File: src/hw/frame_pkg.sv
// Shared constants of the serial boot framing engine.
// Assumes a byte-wide link below and a command handler above.
package frame_pkg;
	localparam logic [7:0]  START_BYTE             = 8'h5A;
	localparam logic [7:0]  FRAME_TYPE_ACCEPT      = 8'hA1;
	localparam logic [7:0]  FRAME_TYPE_RETRY       = 8'hA2;
	localparam logic [7:0]  FRAME_TYPE_CANCEL      = 8'hA3;
	localparam logic [7:0]  FRAME_TYPE_CMD         = 8'hA4;
	localparam logic [7:0]  FRAME_TYPE_PAYLOAD     = 8'hA5;
	localparam logic [7:0]  FRAME_TYPE_PROBE       = 8'hA6;
	localparam logic [7:0]  FRAME_TYPE_PROBE_REPLY = 8'hA7;
	localparam logic [7:0]  PROTO_NAME_BYTE        = 8'h50;
	localparam logic [15:0] CRC_POLY               = 16'h1021;
	localparam logic [15:0] CRC_INIT               = 16'h0000;
	localparam logic [7:0]  GENERAL_REPLY_TAG      = 8'hA0;
	localparam logic [7:0]  MEMORY_READ_REPLY_TAG  = 8'hA3;
	localparam logic [7:0]  REPLY_PARAM_COUNT      = 8'h02;
	localparam int          HAS_DATA_PHASE_BIT     = 0;
	localparam logic [31:0] STATUS_OK_CODE         = 32'h0000_0000;
	localparam logic [31:0] ABORT_DATA_PHASE_CODE  = 32'h0000_2712;
	localparam logic [7:0]  PROTO_BUGFIX           = 8'h00;
	localparam logic [7:0]  PROTO_MINOR            = 8'h02;
	localparam logic [7:0]  PROTO_MAJOR            = 8'h01;
	localparam logic [15:0] PROTO_OPTIONS          = 16'h0000;
	localparam logic [3:0]  PROBE_REPLY_LEN        = 4'hA;
	localparam logic [4:0]  GEN_REPLY_LEN          = 5'h12;
	localparam logic [7:0]  GEN_REPLY_PAYLOAD_LEN  = 8'h0C;
	localparam logic [8:0]  MAX_PAYLOAD            = 9'h100;
	localparam logic [8:0]  BAUD_CNT_MAX           = 9'h1FF;

	// One byte step of the CRC16 shift register, MSB first
	function automatic logic [15:0] crc16_step(input logic [15:0] crc, input logic [7:0] data);
		logic [15:0] c;
		c = crc ^ {data, 8'h00};
		for (int i = 0; i < 8; i++) begin
			c = c[15] ? ((c << 1) ^ CRC_POLY) : (c << 1);
		end
		return c;
	endfunction
endpackage

File: src/hw/boot_serial_frame_protocol.sv
// Target-side framing engine for a serial boot-loading link.
// Assumes a byte receiver/transmitter pair on pins and a command handler
// on the user side that answers each command with a status.
`timescale 1ns/100ps

// Summary of operation
// - Every host command gets a concluding reply
// - Inbound data: cmd, reply, data, final reply
// - Non-ok first reply cancels inbound data
// - Inbound phase ends by abort status or empty
// - Final reply carries whole-operation status
// - Outbound data: cmd, read reply, data, reply
// - Read reply lacking data flag cancels phase
// - Outbound phase ends by host abort or empty
// - Target only answers, never starts traffic
// - Multi-byte fields go low byte first
// - Measure bit rate before probe reply
// - Probe reply is ten fixed-order bytes
// - Each payload frame answered by sync frame
// - Header: start, type, length, CRC, payload
// - CRC covers all bytes except CRC field
// - Sync frame is start byte plus type
// - Sync codes accept, retry, cancel
// - Type byte routes command versus data payload
// - CRC16 poly 1021, zero init, no reflect
// - Flag bit 0 announces a data phase
// - General reply: tag A0, two parameters
module boot_serial_frame_protocol
	import frame_pkg::*;
(
	input  wire logic        clock_i,       // 10 MHz system clock
	input  wire logic        sys_rst_i,     // Synchronous reset, active high
	input  wire logic        ce_i,          // Clock enable, freezes state when low
	input  wire logic        rx_pin_i,      // Serial receive line, for rate measurement
	input  wire logic        rx_valid_i,    // Received byte strobe (from pin domain)
	input  wire logic [7:0]  rx_byte_i,     // Received byte
	input  wire logic        tx_ready_i,    // Transmitter can take a byte
	input  wire logic        rsp_valid_i,   // Handler status ready for current command
	input  wire logic [31:0] rsp_status_i,  // Handler status word
	input  wire logic        rsp_read_i,    // Handler answers with a read reply
	input  wire logic        rsp_data_i,    // Read reply announces outbound data
	input  wire logic        out_valid_i,   // Outbound data byte offered
	input  wire logic [7:0]  out_byte_i,    // Outbound data byte
	input  wire logic        out_last_i,    // Outbound byte closes its packet
	input  wire logic        out_done_i,    // Outbound phase finished
	output logic             tx_valid_o,    // Byte to transmitter valid
	output logic      [7:0]  tx_byte_o,     // Byte to transmitter
	output logic             out_ready_o,   // Outbound byte taken
	output logic             cmd_valid_o,   // Good command frame delivered
	output logic      [7:0]  cmd_tag_o,     // Delivered command tag
	output logic             cmd_data_o,    // Delivered command has data phase
	output logic             data_valid_o,  // Inbound payload byte strobe
	output logic      [7:0]  data_byte_o,   // Inbound payload byte
	output logic             data_end_o,    // Inbound phase ended (empty payload packet)
	output logic             out_abort_o,   // Host cancelled outbound phase
	output logic      [8:0]  bit_period_o,  // Measured bit period in clocks
	output logic             linked_o       // Probe exchanged, link open
);
	typedef enum logic [2:0] {
		RX_START = 3'b000,
		RX_TYPE  = 3'b001,
		RX_HDR   = 3'b010,
		RX_BODY  = 3'b011
	} rx_state_type;

	typedef enum logic [2:0] {
		TX_IDLE  = 3'b000,
		TX_SYNC  = 3'b001,
		TX_PROBE = 3'b010,
		TX_REPLY = 3'b011,
		TX_DATA  = 3'b100
	} tx_state_type;

	logic [1:0]   rxv_sync_r;
	logic [1:0]   pin_sync_r;
	logic         rxv_seen_r;
	rx_state_type rx_r;
	tx_state_type tx_r;
	logic [7:0]   type_r;
	logic [2:0]   hidx_r;
	logic [15:0]  len_r;
	logic [15:0]  crc_rx_r;
	logic [15:0]  cnt_r;
	logic [7:0]   cmd_flags_r;
	logic         in_phase_r;
	logic         out_phase_r;
	logic         final_pend_r;
	logic [1:0]   sync_code_r;
	logic         sync_pend_r;
	logic         probe_pend_r;
	logic [4:0]   tidx_r;
	logic         in_open_r;
	logic [8:0]   baud_cnt_r;
	logic         baud_run_r;
	logic         pin_q_r;
	logic [15:0]  crc_val;
	logic         rx_stb;
	logic         crc_clear;
	logic         crc_feed;
	logic [7:0]   crc_byte;
	logic [7:0]   tx_nxt;
	logic [15:0]  tx_crc_r;

	// Byte strobe and serial line come from the pin domain: two stages each
	always_ff @(posedge clock_i) begin
		if (sys_rst_i) begin
			rxv_sync_r <= 2'h0;
			pin_sync_r <= 2'h3;
			rxv_seen_r <= 1'b0;
			pin_q_r    <= 1'b1;
		end else if (ce_i) begin
			rxv_sync_r <= {rxv_sync_r[0], rx_valid_i};
			pin_sync_r <= {pin_sync_r[0], rx_pin_i};
			rxv_seen_r <= rxv_sync_r[1];
			pin_q_r    <= pin_sync_r[1];
		end
	end

	assign rx_stb = ce_i && rxv_sync_r[1] && !rxv_seen_r;

	// Bit-rate measurement: the start byte's first low run is two bits long
	always_ff @(posedge clock_i) begin
		if (sys_rst_i) begin
			baud_cnt_r   <= 9'h000;
			baud_run_r   <= 1'b0;
			bit_period_o <= 9'h000;
		end else if (ce_i && !linked_o) begin
			if (pin_q_r && !pin_sync_r[1] && bit_period_o == 9'h000) begin
				baud_run_r <= 1'b1;
				baud_cnt_r <= 9'h001;
			end else if (baud_run_r && !pin_sync_r[1]) begin
				if (baud_cnt_r != BAUD_CNT_MAX) begin
					baud_cnt_r <= baud_cnt_r + 9'h001;
				end
			end else if (baud_run_r) begin
				baud_run_r   <= 1'b0;
				bit_period_o <= baud_cnt_r >> 1;
			end
		end
	end

	// CRC over start, type, length and payload; CRC bytes skipped
	assign crc_clear = rx_stb && rx_r == RX_START;
	assign crc_feed  = rx_stb && rx_r != RX_START && !(rx_r == RX_HDR && hidx_r >= 3'h2);
	assign crc_byte  = rx_byte_i;

	crc16_acc rx_crc (
		.clock_i   (clock_i),
		.sys_rst_i (sys_rst_i),
		.ce_i      (ce_i),
		.clear_i   (crc_clear),
		.feed_i    (crc_feed || crc_clear),
		.byte_i    (crc_clear ? START_BYTE : crc_byte),
		.crc_o     (crc_val)
	);

	// Receive parser; link stays closed to frames until the probe reply has gone out
	always_ff @(posedge clock_i) begin
		if (sys_rst_i) begin
			rx_r          <= RX_START;
			type_r        <= 8'h00;
			hidx_r        <= 3'h0;
			len_r         <= 16'h0000;
			crc_rx_r      <= 16'h0000;
			cnt_r         <= 16'h0000;
			linked_o      <= 1'b0;
			probe_pend_r  <= 1'b0;
			sync_pend_r   <= 1'b0;
			sync_code_r   <= 2'h0;
			cmd_valid_o   <= 1'b0;
			cmd_tag_o     <= 8'h00;
			cmd_data_o    <= 1'b0;
			cmd_flags_r   <= 8'h00;
			data_valid_o  <= 1'b0;
			data_byte_o   <= 8'h00;
			data_end_o    <= 1'b0;
			out_abort_o   <= 1'b0;
			in_phase_r    <= 1'b0;
		end else if (ce_i) begin
			cmd_valid_o  <= 1'b0;
			data_valid_o <= 1'b0;
			data_end_o   <= 1'b0;
			out_abort_o  <= 1'b0;
			if (tx_r == TX_PROBE && tidx_r == PROBE_REPLY_LEN - 4'h1 && tx_ready_i) begin
				probe_pend_r <= 1'b0;
				linked_o     <= 1'b1;
			end
			if (tx_r == TX_SYNC && tx_ready_i && tx_valid_o && tidx_r == 5'h01) begin
				sync_pend_r <= 1'b0;
			end
			if (tx_r == TX_REPLY && final_pend_r && tidx_r == GEN_REPLY_LEN - 5'h01
				&& tx_ready_i) begin
				in_phase_r <= 1'b0;
			end
			if (in_open_r) begin
				in_phase_r <= 1'b1;
			end
			if (rx_stb) begin
				case (rx_r)
					RX_START: begin
						if (rx_byte_i == START_BYTE) begin
							rx_r <= RX_TYPE;
						end
					end
					RX_TYPE: begin
						type_r <= rx_byte_i;
						hidx_r <= 3'h0;
						rx_r   <= RX_START;
						if (rx_byte_i == FRAME_TYPE_PROBE && !probe_pend_r) begin
							probe_pend_r <= 1'b1;
						end else if (linked_o && (rx_byte_i == FRAME_TYPE_CMD
							|| rx_byte_i == FRAME_TYPE_PAYLOAD)) begin
							rx_r <= RX_HDR;
						end else if (linked_o && rx_byte_i == FRAME_TYPE_CANCEL
							&& out_phase_r) begin
							out_abort_o <= 1'b1;
						end
					end
					RX_HDR: begin
						hidx_r <= hidx_r + 3'h1;
						case (hidx_r)
							3'h0: len_r[7:0]     <= rx_byte_i;
							3'h1: len_r[15:8]    <= rx_byte_i;
							3'h2: crc_rx_r[7:0]  <= rx_byte_i;
							default: crc_rx_r[15:8] <= rx_byte_i;
						endcase
						if (hidx_r == 3'h3) begin
							cnt_r <= 16'h0000;
							rx_r  <= (len_r == 16'h0000) ? RX_START : RX_BODY;
							if (len_r == 16'h0000) begin
								sync_pend_r <= 1'b1;
								sync_code_r <= 2'h1;
								if (type_r == FRAME_TYPE_PAYLOAD && in_phase_r) begin
									data_end_o <= 1'b1;
								end
							end
						end
					end
					RX_BODY: begin
						cnt_r <= cnt_r + 16'h0001;
						if (type_r == FRAME_TYPE_CMD) begin
							if (cnt_r == 16'h0000) cmd_tag_o   <= rx_byte_i;
							if (cnt_r == 16'h0001) cmd_flags_r <= rx_byte_i;
						end else if (in_phase_r) begin
							data_valid_o <= 1'b1;
							data_byte_o  <= rx_byte_i;
						end
						if (cnt_r == len_r - 16'h0001) begin
							rx_r        <= RX_START;
							sync_pend_r <= 1'b1;
							if (crc_step16(crc_val, rx_byte_i) != crc_rx_r) begin
								sync_code_r <= 2'h2;
							end else begin
								sync_code_r <= 2'h1;
								if (type_r == FRAME_TYPE_CMD) begin
									cmd_valid_o <= 1'b1;
									cmd_data_o  <= cmd_flags_r[HAS_DATA_PHASE_BIT];
								end
							end
						end
					end
					default: rx_r <= RX_START;
				endcase
			end
		end
	end

	// Last payload byte is folded here since the accumulator lags one cycle
	function automatic logic [15:0] crc_step16(input logic [15:0] c, input logic [7:0] d);
		return crc16_step(c, d);
	endfunction

	// Reply bookkeeping: replies exist only as answers to host commands
	logic        reply_pend_r;
	logic [7:0]  reply_tag_r;
	logic [31:0] reply_stat_r;
	logic        reply_read_r;
	logic        reply_data_r;
	always_ff @(posedge clock_i) begin
		if (sys_rst_i) begin
			reply_pend_r <= 1'b0;
			reply_tag_r  <= 8'h00;
			reply_stat_r <= STATUS_OK_CODE;
			reply_read_r <= 1'b0;
			reply_data_r <= 1'b0;
			final_pend_r <= 1'b0;
			out_phase_r  <= 1'b0;
		end else if (ce_i) begin
			if (cmd_valid_o) begin
				reply_tag_r <= cmd_tag_o;
			end
			if (rsp_valid_i && !reply_pend_r) begin
				reply_pend_r <= 1'b1;
				reply_stat_r <= rsp_status_i;
				reply_read_r <= rsp_read_i;
				reply_data_r <= rsp_data_i;
				final_pend_r <= in_phase_r || out_phase_r;
			end
			if (tx_r == TX_REPLY && tidx_r == GEN_REPLY_LEN - 5'h01 && tx_ready_i
				&& tx_valid_o) begin
				reply_pend_r <= 1'b0;
				out_phase_r  <= reply_read_r && reply_data_r;
				if (final_pend_r) begin
					out_phase_r <= 1'b0;
				end
			end
			if (out_done_i || out_abort_o) begin
				out_phase_r <= 1'b0;
			end
		end
	end

	// Inbound phase opens on an ok first reply to a flagged command
	logic in_open;
	assign in_open = tx_r == TX_REPLY && !final_pend_r && cmd_data_o && !reply_read_r
		&& reply_stat_r == STATUS_OK_CODE;

	// Transmit sequencer: sync frames first, then probe reply, then replies, then data
	always_ff @(posedge clock_i) begin
		if (sys_rst_i) begin
			tx_r        <= TX_IDLE;
			tidx_r      <= 5'h00;
			tx_valid_o  <= 1'b0;
			tx_byte_o   <= 8'h00;
			out_ready_o <= 1'b0;
			tx_crc_r    <= CRC_INIT;
		end else if (ce_i) begin
			out_ready_o <= 1'b0;
			case (tx_r)
				TX_IDLE: begin
					tidx_r     <= 5'h00;
					tx_valid_o <= 1'b0;
					tx_crc_r   <= CRC_INIT;
					if (sync_pend_r) begin
						tx_r <= TX_SYNC;
					end else if (probe_pend_r && bit_period_o != 9'h000) begin
						tx_r <= TX_PROBE;
					end else if (reply_pend_r) begin
						tx_r <= TX_REPLY;
					end else if (out_phase_r && out_valid_i) begin
						tx_r <= TX_DATA;
					end
				end
				default: begin
					if (!tx_valid_o) begin
						tx_valid_o <= 1'b1;                       // Offer the byte at tidx_r
						tx_byte_o  <= tx_nxt;
					end else if (tx_ready_i) begin
						tidx_r     <= tidx_r + 5'h01;
						tx_valid_o <= 1'b0;                       // Gap lets tx_nxt follow tidx_r
						if (tidx_r < 5'h08) begin                 // CRC bytes not folded
							tx_crc_r <= crc16_step(tx_crc_r, tx_byte_o);
						end
						if ((tx_r == TX_SYNC && tidx_r == 5'h01)
							|| (tx_r == TX_PROBE && tidx_r == {1'b0, PROBE_REPLY_LEN} - 5'h01)
							|| (tx_r == TX_REPLY && tidx_r == GEN_REPLY_LEN - 5'h01)
							|| (tx_r == TX_DATA && out_last_i)) begin
							tx_r       <= TX_IDLE;
							tx_valid_o <= 1'b0;
						end
						if (tx_r == TX_DATA) begin
							out_ready_o <= 1'b1;
						end
					end
				end
			endcase
		end
	end

	// Inbound phase flag lives with receive state; opened from reply send
	always_ff @(posedge clock_i) begin
		if (sys_rst_i) begin
			in_open_r <= 1'b0;
		end else if (ce_i) begin
			in_open_r <= in_open && tidx_r == GEN_REPLY_LEN - 5'h01 && tx_ready_i;
		end
	end

	// Reply CRC precedes the payload it covers, so it is worked out whole
	function automatic logic [15:0] reply_crc(input logic [95:0] pl);
		logic [15:0] c;
		c = crc16_step(crc16_step(CRC_INIT, START_BYTE), FRAME_TYPE_CMD);
		c = crc16_step(crc16_step(c, GEN_REPLY_PAYLOAD_LEN), 8'h00);
		for (int i = 0; i < 12; i++) begin
			c = crc16_step(c, pl[8*i +: 8]);
		end
		return c;
	endfunction

	// Reply header fields and frame CRC
	logic [7:0]  rep_tag;
	logic [7:0]  rep_flag;
	logic [15:0] rep_crc;
	assign rep_tag  = (reply_read_r && !final_pend_r) ? MEMORY_READ_REPLY_TAG
		: GENERAL_REPLY_TAG;
	assign rep_flag = {7'h00, reply_read_r && reply_data_r && !final_pend_r};
	assign rep_crc  = reply_crc({24'h000000, reply_tag_r, reply_stat_r, REPLY_PARAM_COUNT,
		8'h00, rep_flag, rep_tag});

	// Byte chooser for each outgoing frame, all fields low byte first
	always_comb begin
		tx_nxt = START_BYTE;
		case (tx_r)
			TX_SYNC: tx_nxt = (tidx_r == 5'h00) ? START_BYTE :
				(sync_code_r == 2'h2 ? FRAME_TYPE_RETRY : FRAME_TYPE_ACCEPT);
			TX_PROBE: begin
				case (tidx_r)
					5'h00: tx_nxt = START_BYTE;
					5'h01: tx_nxt = FRAME_TYPE_PROBE_REPLY;
					5'h02: tx_nxt = PROTO_BUGFIX;
					5'h03: tx_nxt = PROTO_MINOR;
					5'h04: tx_nxt = PROTO_MAJOR;
					5'h05: tx_nxt = PROTO_NAME_BYTE;
					5'h06: tx_nxt = PROTO_OPTIONS[7:0];
					5'h07: tx_nxt = PROTO_OPTIONS[15:8];
					5'h08: tx_nxt = tx_crc_r[7:0];
					default: tx_nxt = tx_crc_r[15:8];
				endcase
			end
			TX_REPLY: begin
				case (tidx_r)
					5'h00: tx_nxt = START_BYTE;
					5'h01: tx_nxt = FRAME_TYPE_CMD;
					5'h02: tx_nxt = GEN_REPLY_PAYLOAD_LEN;
					5'h03: tx_nxt = 8'h00;
					5'h04: tx_nxt = rep_crc[7:0];
					5'h05: tx_nxt = rep_crc[15:8];
					5'h06: tx_nxt = rep_tag;
					5'h07: tx_nxt = rep_flag;
					5'h08: tx_nxt = 8'h00;
					5'h09: tx_nxt = REPLY_PARAM_COUNT;
					5'h0A: tx_nxt = reply_stat_r[7:0];
					5'h0B: tx_nxt = reply_stat_r[15:8];
					5'h0C: tx_nxt = reply_stat_r[23:16];
					5'h0D: tx_nxt = reply_stat_r[31:24];
					5'h0E: tx_nxt = reply_tag_r;
					default: tx_nxt = 8'h00;
				endcase
			end
			TX_DATA: tx_nxt = out_byte_i;
			default: tx_nxt = START_BYTE;
		endcase
	end
endmodule

File: src/hw/crc16_acc.sv
// CRC16 accumulator for framed packets.
// Assumes the caller clears it before each frame and feeds one byte per strobe.
`timescale 1ns/100ps
module crc16_acc
	import frame_pkg::*;
(
	input  wire logic        clock_i,   // System clock
	input  wire logic        sys_rst_i, // Synchronous reset
	input  wire logic        ce_i,      // Clock enable
	input  wire logic        clear_i,   // Restart at the initial value
	input  wire logic        feed_i,    // Byte strobe
	input  wire logic [7:0]  byte_i,    // Byte to fold in
	output logic      [15:0] crc_o      // Running CRC
);
	// Running remainder, zero initial value, no reflection or final xor
	always_ff @(posedge clock_i) begin
		if (sys_rst_i) begin
			crc_o <= CRC_INIT;
		end else if (ce_i) begin
			if (clear_i) begin
				crc_o <= feed_i ? crc16_step(CRC_INIT, byte_i) : CRC_INIT; // Fold first byte
			end else if (feed_i) begin
				crc_o <= crc16_step(crc_o, byte_i);
			end
		end
	end
endmodule

File: config.mk
export PLATFORM = sky130hd
export DESIGN_NAME = boot_serial_frame_protocol
export DESIGN_NICKNAME = d
export VERILOG_FILES = /design/src/hw/frame_pkg.sv /design/src/hw/boot_serial_frame_protocol.sv /design/src/hw/crc16_acc.sv
export SDC_FILE = /design/constraint.sdc
export NUM_CORES = 1
export LEC_CHECK = 0
export BUFFER_PORTS_ARGS = -buffer_cell sky130_fd_sc_hd__buf_4
export CAP_MARGIN = 20
export CORE_AREA = 2 2 192 176
export DETAILED_ROUTE_END_ITERATION = 16
export DIE_AREA = 0 0 194 178
export GPL_TIMING_DRIVEN = 1
export SYNTH_ARGS = -nofsm -noshare
export SYNTH_HDL_FRONTEND = slang
export SYNTH_HIERARCHICAL = 1
export SYNTH_SLANG_ARGS = --single-unit
export TNS_END_PERCENT = 50
File: constraint.sdc
create_clock -name clock_i -period 10.35 [get_ports clock_i]
set_clock_uncertainty 0.05 [all_clocks]
set_input_delay 2.07 -clock clock_i [delete_from_list [all_inputs] [get_ports clock_i]]
set_output_delay 2.07 -clock clock_i [all_outputs]
set_load 0.05 [all_outputs]
==> results.toml, run 1 <==
[sta]
setup_tns_ns = 0
drv_slew = 0
fin_crit_ns = 4.73
fmax_mhz = 211
max_slew_margin_pct = 37.1
finalCritPeriodShare_pct = 45.7
rsz0062_at_grt = "no"
tightest_slew_ns = 0.920
layout_setup_ws_ns = 5.62
hold_viol_final = 0
setup_viol = 0

[cts]
cts_buffer_depth = 3
cts_sinks = 209
cts_tree = "built"
postCtsSetupBuffers = 0
clk_pin_slew_ns = 0.06
cts_made_buffers = 25
clk_latency_ns = 0.54
cts_hold_buf = 0
cts_root_buf = "clkbuf_16"
postCtsResizedCells = 0
cts-htree-levels = 1

[critical_path]
cp_num_buf_inv = 3
crit_type = "in2reg"
cp_cell_sequence = "buf_4 -> inv_1 -> nor3b_1 -> buf_4 -> nor2b_1 -> nand2_1 -> nor3_1 -> nand2_1 -> or3_1 -> a21oi_1"
r2r_cells = 10
cp.required_ns = 10.76
end_kind = "flop"
cpMaxStageDelayCell = "nor3_1"
crit_family = "simple AND/OR/NAND/NOR gates"
startpoint_type = "primary input"
slowest_delay_ns = 0.66
crit_arrival_ns = 5.15
crit_fanout = 37
r2r_slack_ns = 6.05
r2r-end = "tx_byte_o[4]"
worstReg2RegStart = "reply_stat_r[3]"

[route]
firstDrtPassIters = 6
ant_nets = 0
drt-wirelength-per-cell_um = 18.8
drc = 0
drt_wl_total_um = 37000
drtIter0Drc = 1091
vias = 10900
via_per_inst = 5.51

[power]
p_int_mw = 2.37
p_clk_share_pct = 24.3
combPwrFrac_pct = 52.4
p_sw_share_pct = 34.6
cellPowerDensity_mw_per_mm2 = 247
vdd_drop_max_v = 0.000388
pwr-share-seq_pct = 23.2
leakagePower_nw = 5.92
p_switching_mw = 1.25

[synth]
yosys.area.top_type = "dfxtp_1"
ys_ff_latch = 209
yosysWarnings = 6
synthCells = 1481
synthArstFlopShare_pct = 0
synth_area_leaders = "dfxtp_1, xnor2_1, xnor3_1, xor2_1, nand2_1"
synth_nets = 1560
netlist-cell-type-count = 76
synth_edf_count = 0
syn_area_mm2 = 0.0129
yosysSeqAreaShare_pct = 32.6
synthFlopType = "dfxtp_1"
synth.top_cell.area_share_pct = 32.6
syn_avg_cell_area_um2 = 8.68

[grt]
grt_overflow = 0
first_global_vias = 10100
grt_pass1_wl_um = 57900
grt_max_degree = 109
track_usage_pct = 20.9
grt_antenna_before_repair = 0

[layout]
n_antenna_cell = 0
seq_area_mm2 = 0.00418
multi_input_area_mm2 = 0.00823
area_growth_pct = 14.1
nFillCells = 3204
stdcell_area_mm2 = 0.0147
final_util_pct = 45.1
final_layout_size_suffix_gt1_share_pct = 11.0
nets = 1608

[worst_hold_path]
whs_path_depth = 2
min_path_type = "reg2reg"
hold_start = "type_r[5]"
min_to = "type_r[5]"

[placement]
dpl.hpwl_um = 26900
pre_cts_slack_ns = 5.09
port_buffers = 99
place_area_mm2 = 0.0138
place_congestion = 0.911

[flow_run]
maxCapViolCount = 0

[floorplan]
die_width_um = 194
fp.coreArea_mm2 = 0.0325
die-area_mm2 = 0.0345
die_h_um = 178
rows = 63
ios = 101
initial_core_util_pct = 39.6

[run_status]
status = "finished clean"
==> metrics by stage <==
stage	total power, mW	hold slack [ns]	std cells
2_1_floorplan	2.47	0.381	1481
3_3_place_gp	2.76	0.394	1922
3_5_place_dp	2.76	0.400	1923
4_1_cts	3.65	0.409	1969
5_1_grt	3.81	0.426	1970
6_report	3.62	0.404	1970
==> final cells by class <==
cell class | instances | area share [%]
inverter | 27 | 0.691
clock buffer | 36 | 4.75
timing repair buffer | 106 | 5.45
clock inverter | 10 | 0.811
tap | 422 | 3.60
multi-input combinational | 1160 | 56.1
sequential | 209 | 28.5
==> synthesized netlist by cell type (7+ instances only) <==
| cell type | n |
|---|---|
| dfxtp_1 | 209 |
| nand2_1 | 185 |
| nor2_1 | 168 |
| xnor2_1 | 120 |
| a21oi_1 | 107 |
| xor2_1 | 86 |
| clkbuf_1 | 72 |
| mux2i_1 | 57 |
| xnor3_1 | 40 |
| nand3_1 | 39 |
| nor3_1 | 31 |
| a22oi_1 | 26 |
| inv_1 | 26 |
| nand4_1 | 21 |
| o21ai_0 | 21 |
| ha_1 | 19 |
| a211oi_1 | 17 |
| nor4_1 | 17 |
| a221oi_1 | 15 |
| and3_1 | 15 |
| and2_1 | 14 |
| nor2b_1 | 14 |
| nand2b_1 | 12 |
| or3_1 | 10 |
| a31oi_1 | 9 |
| o211ai_1 | 7 |
==> how the worst max path moves through the flow <==
stage,slack [ns],startpoint,end,cells past startpoint
2_1_floorplan,6.06,ce_i,rx_crc/crc_o[6],10
3_3_place_gp,5.24,ce_i,cnt_r[15],10
3_5_place_dp,5.09,ce_i,cnt_r[15],10
4_1_cts,5.66,ce_i,cnt_r[15],10
5_1_grt,5.32,ce_i,cnt_r[15],10
6_report,5.62,ce_i,cnt_r[15],10
==> cell families after synthesis <==
logic type | share of synthesized area (%)
flops | 32.6
other cells | 0.0292
compound gates | 13.3
buf+inv | 3.52
mux | 4.53
fa+ha+maj | 1.85
xor+xnor | 24.0
simple gates | 20.1
==> layer usage <==
layer	wire, µm	share of wire, %	GRT usage (%)
met2	15400	42	31.2
met1	18300	49	31.2
met5	0	0	0
met3	2540	6.9	3.84
met4	815	2.2	4.92
==> tightest hold or removal path, stage by stage, from the launching register on <==
cell     delay, ns
dfxtp_1       0.30
nand2_1       0.05
a21oi_1       0.05
==> power groups by stage <==
stage	Sequential, mW	Combinational, mW	Clock [mW]
2_1_floorplan	0.853	1.62	0
3_3_place_gp	0.857	1.91	0
3_5_place_dp	0.858	1.90	0
4_1_cts	0.840	1.91	0.901
5_1_grt	0.842	2.03	0.937
6_report	0.841	1.90	0.879
==> state kept, by name, summed over array words and instances, names as in the netlist, 2 cells and up <==
signal        count
tidx_r            5
crc_rx_r         16
baud_cnt_r        9
cmd_tag_o         8
hidx_r            3
rxv_sync_r        2
pin_sync_r        2
tx_crc_r         16
len_r            16
data_byte_o       8
rx_r              2
sync_code_r       2
bit_period_o      8
type_r            8
cnt_r            16
rx_crc/crc_o     16
tx_byte_o         8
tx_r              3
reply_tag_r       8
reply_stat_r     32
==> cells in the final DEF (no fill, tap or decap), types with 19 or more instances in the layout <==
cell type and count:
dfxtp_1 209, nand2_1 185, nor2_1 167, xnor2_1 120
a21oi_1 107, buf_4 105, xor2_1 86, mux2i_1 57
xnor3_1 40, nand3_1 39, nor3_1 31, inv_1 26
a22oi_1 26, clkbuf_16 25, nand4_1 21, o21ai_0 21
ha_1 19
Note: power is estimated with default switching activity, not from simulation.
==> inputs of run 2 (changes only) <==
Clock period 10.35 ns to 4.9 ns, I/O delays scaled along.
==> run 2 against run 1 <==
- hold slack worse by 0.00077 ns
- first-iteration DRC count is 22% lower
- non-clock buffer count grew 9
- combinational power grew 110%
- sequential power rose by 110%
- via count fell by 0.48%
- wire length grew 2.8%
- global-route usage increased by 0.72 points
- register-to-register slack worse by 5.3 ns
- flip-flop and latch count did not move
- sequential share of layout area shrank 0.18 points
- final cell count up 0.41%
- critical endpoint is now tx_byte_o[4]
- largest power group unchanged
==> results.toml, run 2 (synthesized netlist as in run 1, its figures left out) <==
[run_status]
status = "finished clean"

[sta]
fin_crit_ns = 4.17
hold_viol_final = 0
setup_tns_ns = 0
tightest_slew_ns = 0.896
drv_slew = 0
max_slew_margin_pct = 38.7
setup_viol = 0
finalCritPeriodShare_pct = 85.2
fmax_mhz = 240
rsz0062_at_grt = "no"
hold-worst-slack_ns = 0.403

[placement]
place_congestion = 0.939
port_buffers = 99
dpl.hpwl_um = 28100

[floorplan]
die-area_mm2 = 0.0345
fp.coreArea_mm2 = 0.0325
die_width_um = 194
die_h_um = 178
initial_core_util_pct = 39.6
rows = 63
ios = 101

[critical_path]
cp.required_ns = 5.24
crit_arrival_ns = 4.52
crit_fanout = 6
cpMaxStageDelayCell = "xor3_2"
worstReg2RegStart = "reply_read_r"
startpoint_type = "flop"
crit_type = "reg2reg"
crit_top_cell = "xnor3_1"
r2r_cells = 10
r2r_slack_ns = 0.73
r2r-end = "tx_byte_o[4]"
cp_cell_sequence = "or3b_1 -> xnor3_1 -> xnor3_1 -> xnor3_2 -> xor3_2 -> xnor2_4 -> xnor3_1 -> xnor2_1 -> a221oi_1 -> a2111oi_2"
end_kind = "flop"
slowest_delay_ns = 0.53

[power]
pwr-share-seq_pct = 22.9
combPwrFrac_pct = 52.5
vdd_drop_max_v = 0.000738
p_switching_mw = 2.71
cellPowerDensity_mw_per_mm2 = 524
p_sw_share_pct = 35.1
p_int_mw = 5.02
p_clk_share_pct = 24.5
leakagePower_nw = 5.97

[grt]
grt_pass1_wl_um = 60100
first_global_vias = 10400
grt_overflow = 0
grt_antenna_before_repair = 0
track_usage_pct = 21.7
grt_max_degree = 112

[route]
via_per_inst = 5.46
drc = 0
vias = 10800
drt-wirelength-per-cell_um = 19.2
ant_nets = 0
drtIter0Drc = 853
drt-met1-wl_um = 19000
met2_length_um = 16000
firstDrtPassIters = 6
drt_wl_total_um = 38000
wl_met3_um = 2400
dr.max_layer_used = "met4"

[layout]
layout_commonest_cell = "dfxtp_1"
area_growth_pct = 14.8
largest_reg_flops = 32
mostFrequentLayoutCells = "dfxtp_1, nand2_1, nor2_1"
n_antenna_cell = 0
nets = 1618
final_layout_size_suffix_gt1_share_pct = 11.7
largest_register = "reply_stat_r"

[cts]
cts_made_buffers = 26
cts_root_buf = "clkbuf_16"
postCtsSetupBuffers = 0
clk_pin_slew_ns = 0.06
cts_sinks = 209
cts_tree = "built"
clk_latency_ns = 0.55
postCtsResizedCells = 0
cts_buffer_depth = 3
cts_hold_buf = 0
cts-htree-levels = 1

[flow_run]
maxCapViolCount = 0

[worst_hold_path]
min_to = "type_r[1]"
min_path_type = "reg2reg"
hold_start = "type_r[1]"
whs_path_depth = 2
run 2: power groups by stage:
stage                     Combinational (mW)  Sequential (mW)  Clock [mW]
after global placement                  4.05             1.81           0
after global routing                    4.29             1.78        2.01
after detailed placement                4.03             1.81           0
final                                   4.06             1.77        1.90
after CTS                               4.07             1.77        1.94
after floorplan                         3.42             1.80           0
run 2: worst max-delay path by stage:
stage / start / end / slack [ns] / cells past startpoint
global route: reply_stat_r[3] / tx_byte_o[4] / 0.48 / 10
floorplan: reply_read_r / tx_byte_o[4] / 1.09 / 10
detailed placement: reply_stat_r[3] / tx_byte_o[4] / 0.74 / 10
CTS: reply_stat_r[3] / tx_byte_o[4] / 0.71 / 10
finish: reply_read_r / tx_byte_o[4] / 0.73 / 10
global placement: reply_stat_r[3] / tx_byte_o[4] / 0.80 / 10
run 2: layout make-up:
type | count | area [µm²]
fill | 3257 | 17700
multi-input combinational | 1160 | 8220
sequential | 209 | 4180
timing repair buffer | 115 | 875
clock buffer | 33 | 697
tap | 422 | 528
clock inverter | 12 | 146
inverter | 27 | 101
run 2: metrics by stage:
step	utilization, %	setup WS (ns)	instance area (µm²)	total power [mW]	instances
after floorplan	-	1.09	12900	5.22	1481
after global placement	42.8	0.800	13900	5.85	1931
after detailed placement	42.8	0.741	13900	5.84	1931
after CTS	45.4	0.710	14700	7.79	1976
after global routing	45.4	0.481	14800	8.08	1978
final	45.4	0.726	14800	7.73	1978
run 2: routing by layer:
layer	track usage, %	vias up
met4	4.32	0
li1	-	5277
met1	32.3	5163
met3	3.82	43
met5	0	-
met2	32.6	324
run 2: worst max-delay path: cells and delay by family (launching register included):
| family | cells | cell delay, ns |
|---|---|---|
| XOR/XNOR | 7 | 2.74 |
| AND/OR/NAND/NOR | 1 | 0.44 |
| AO/OA/AOI/OAI | 2 | 0.40 |
| flip-flops | 1 | 0.39 |
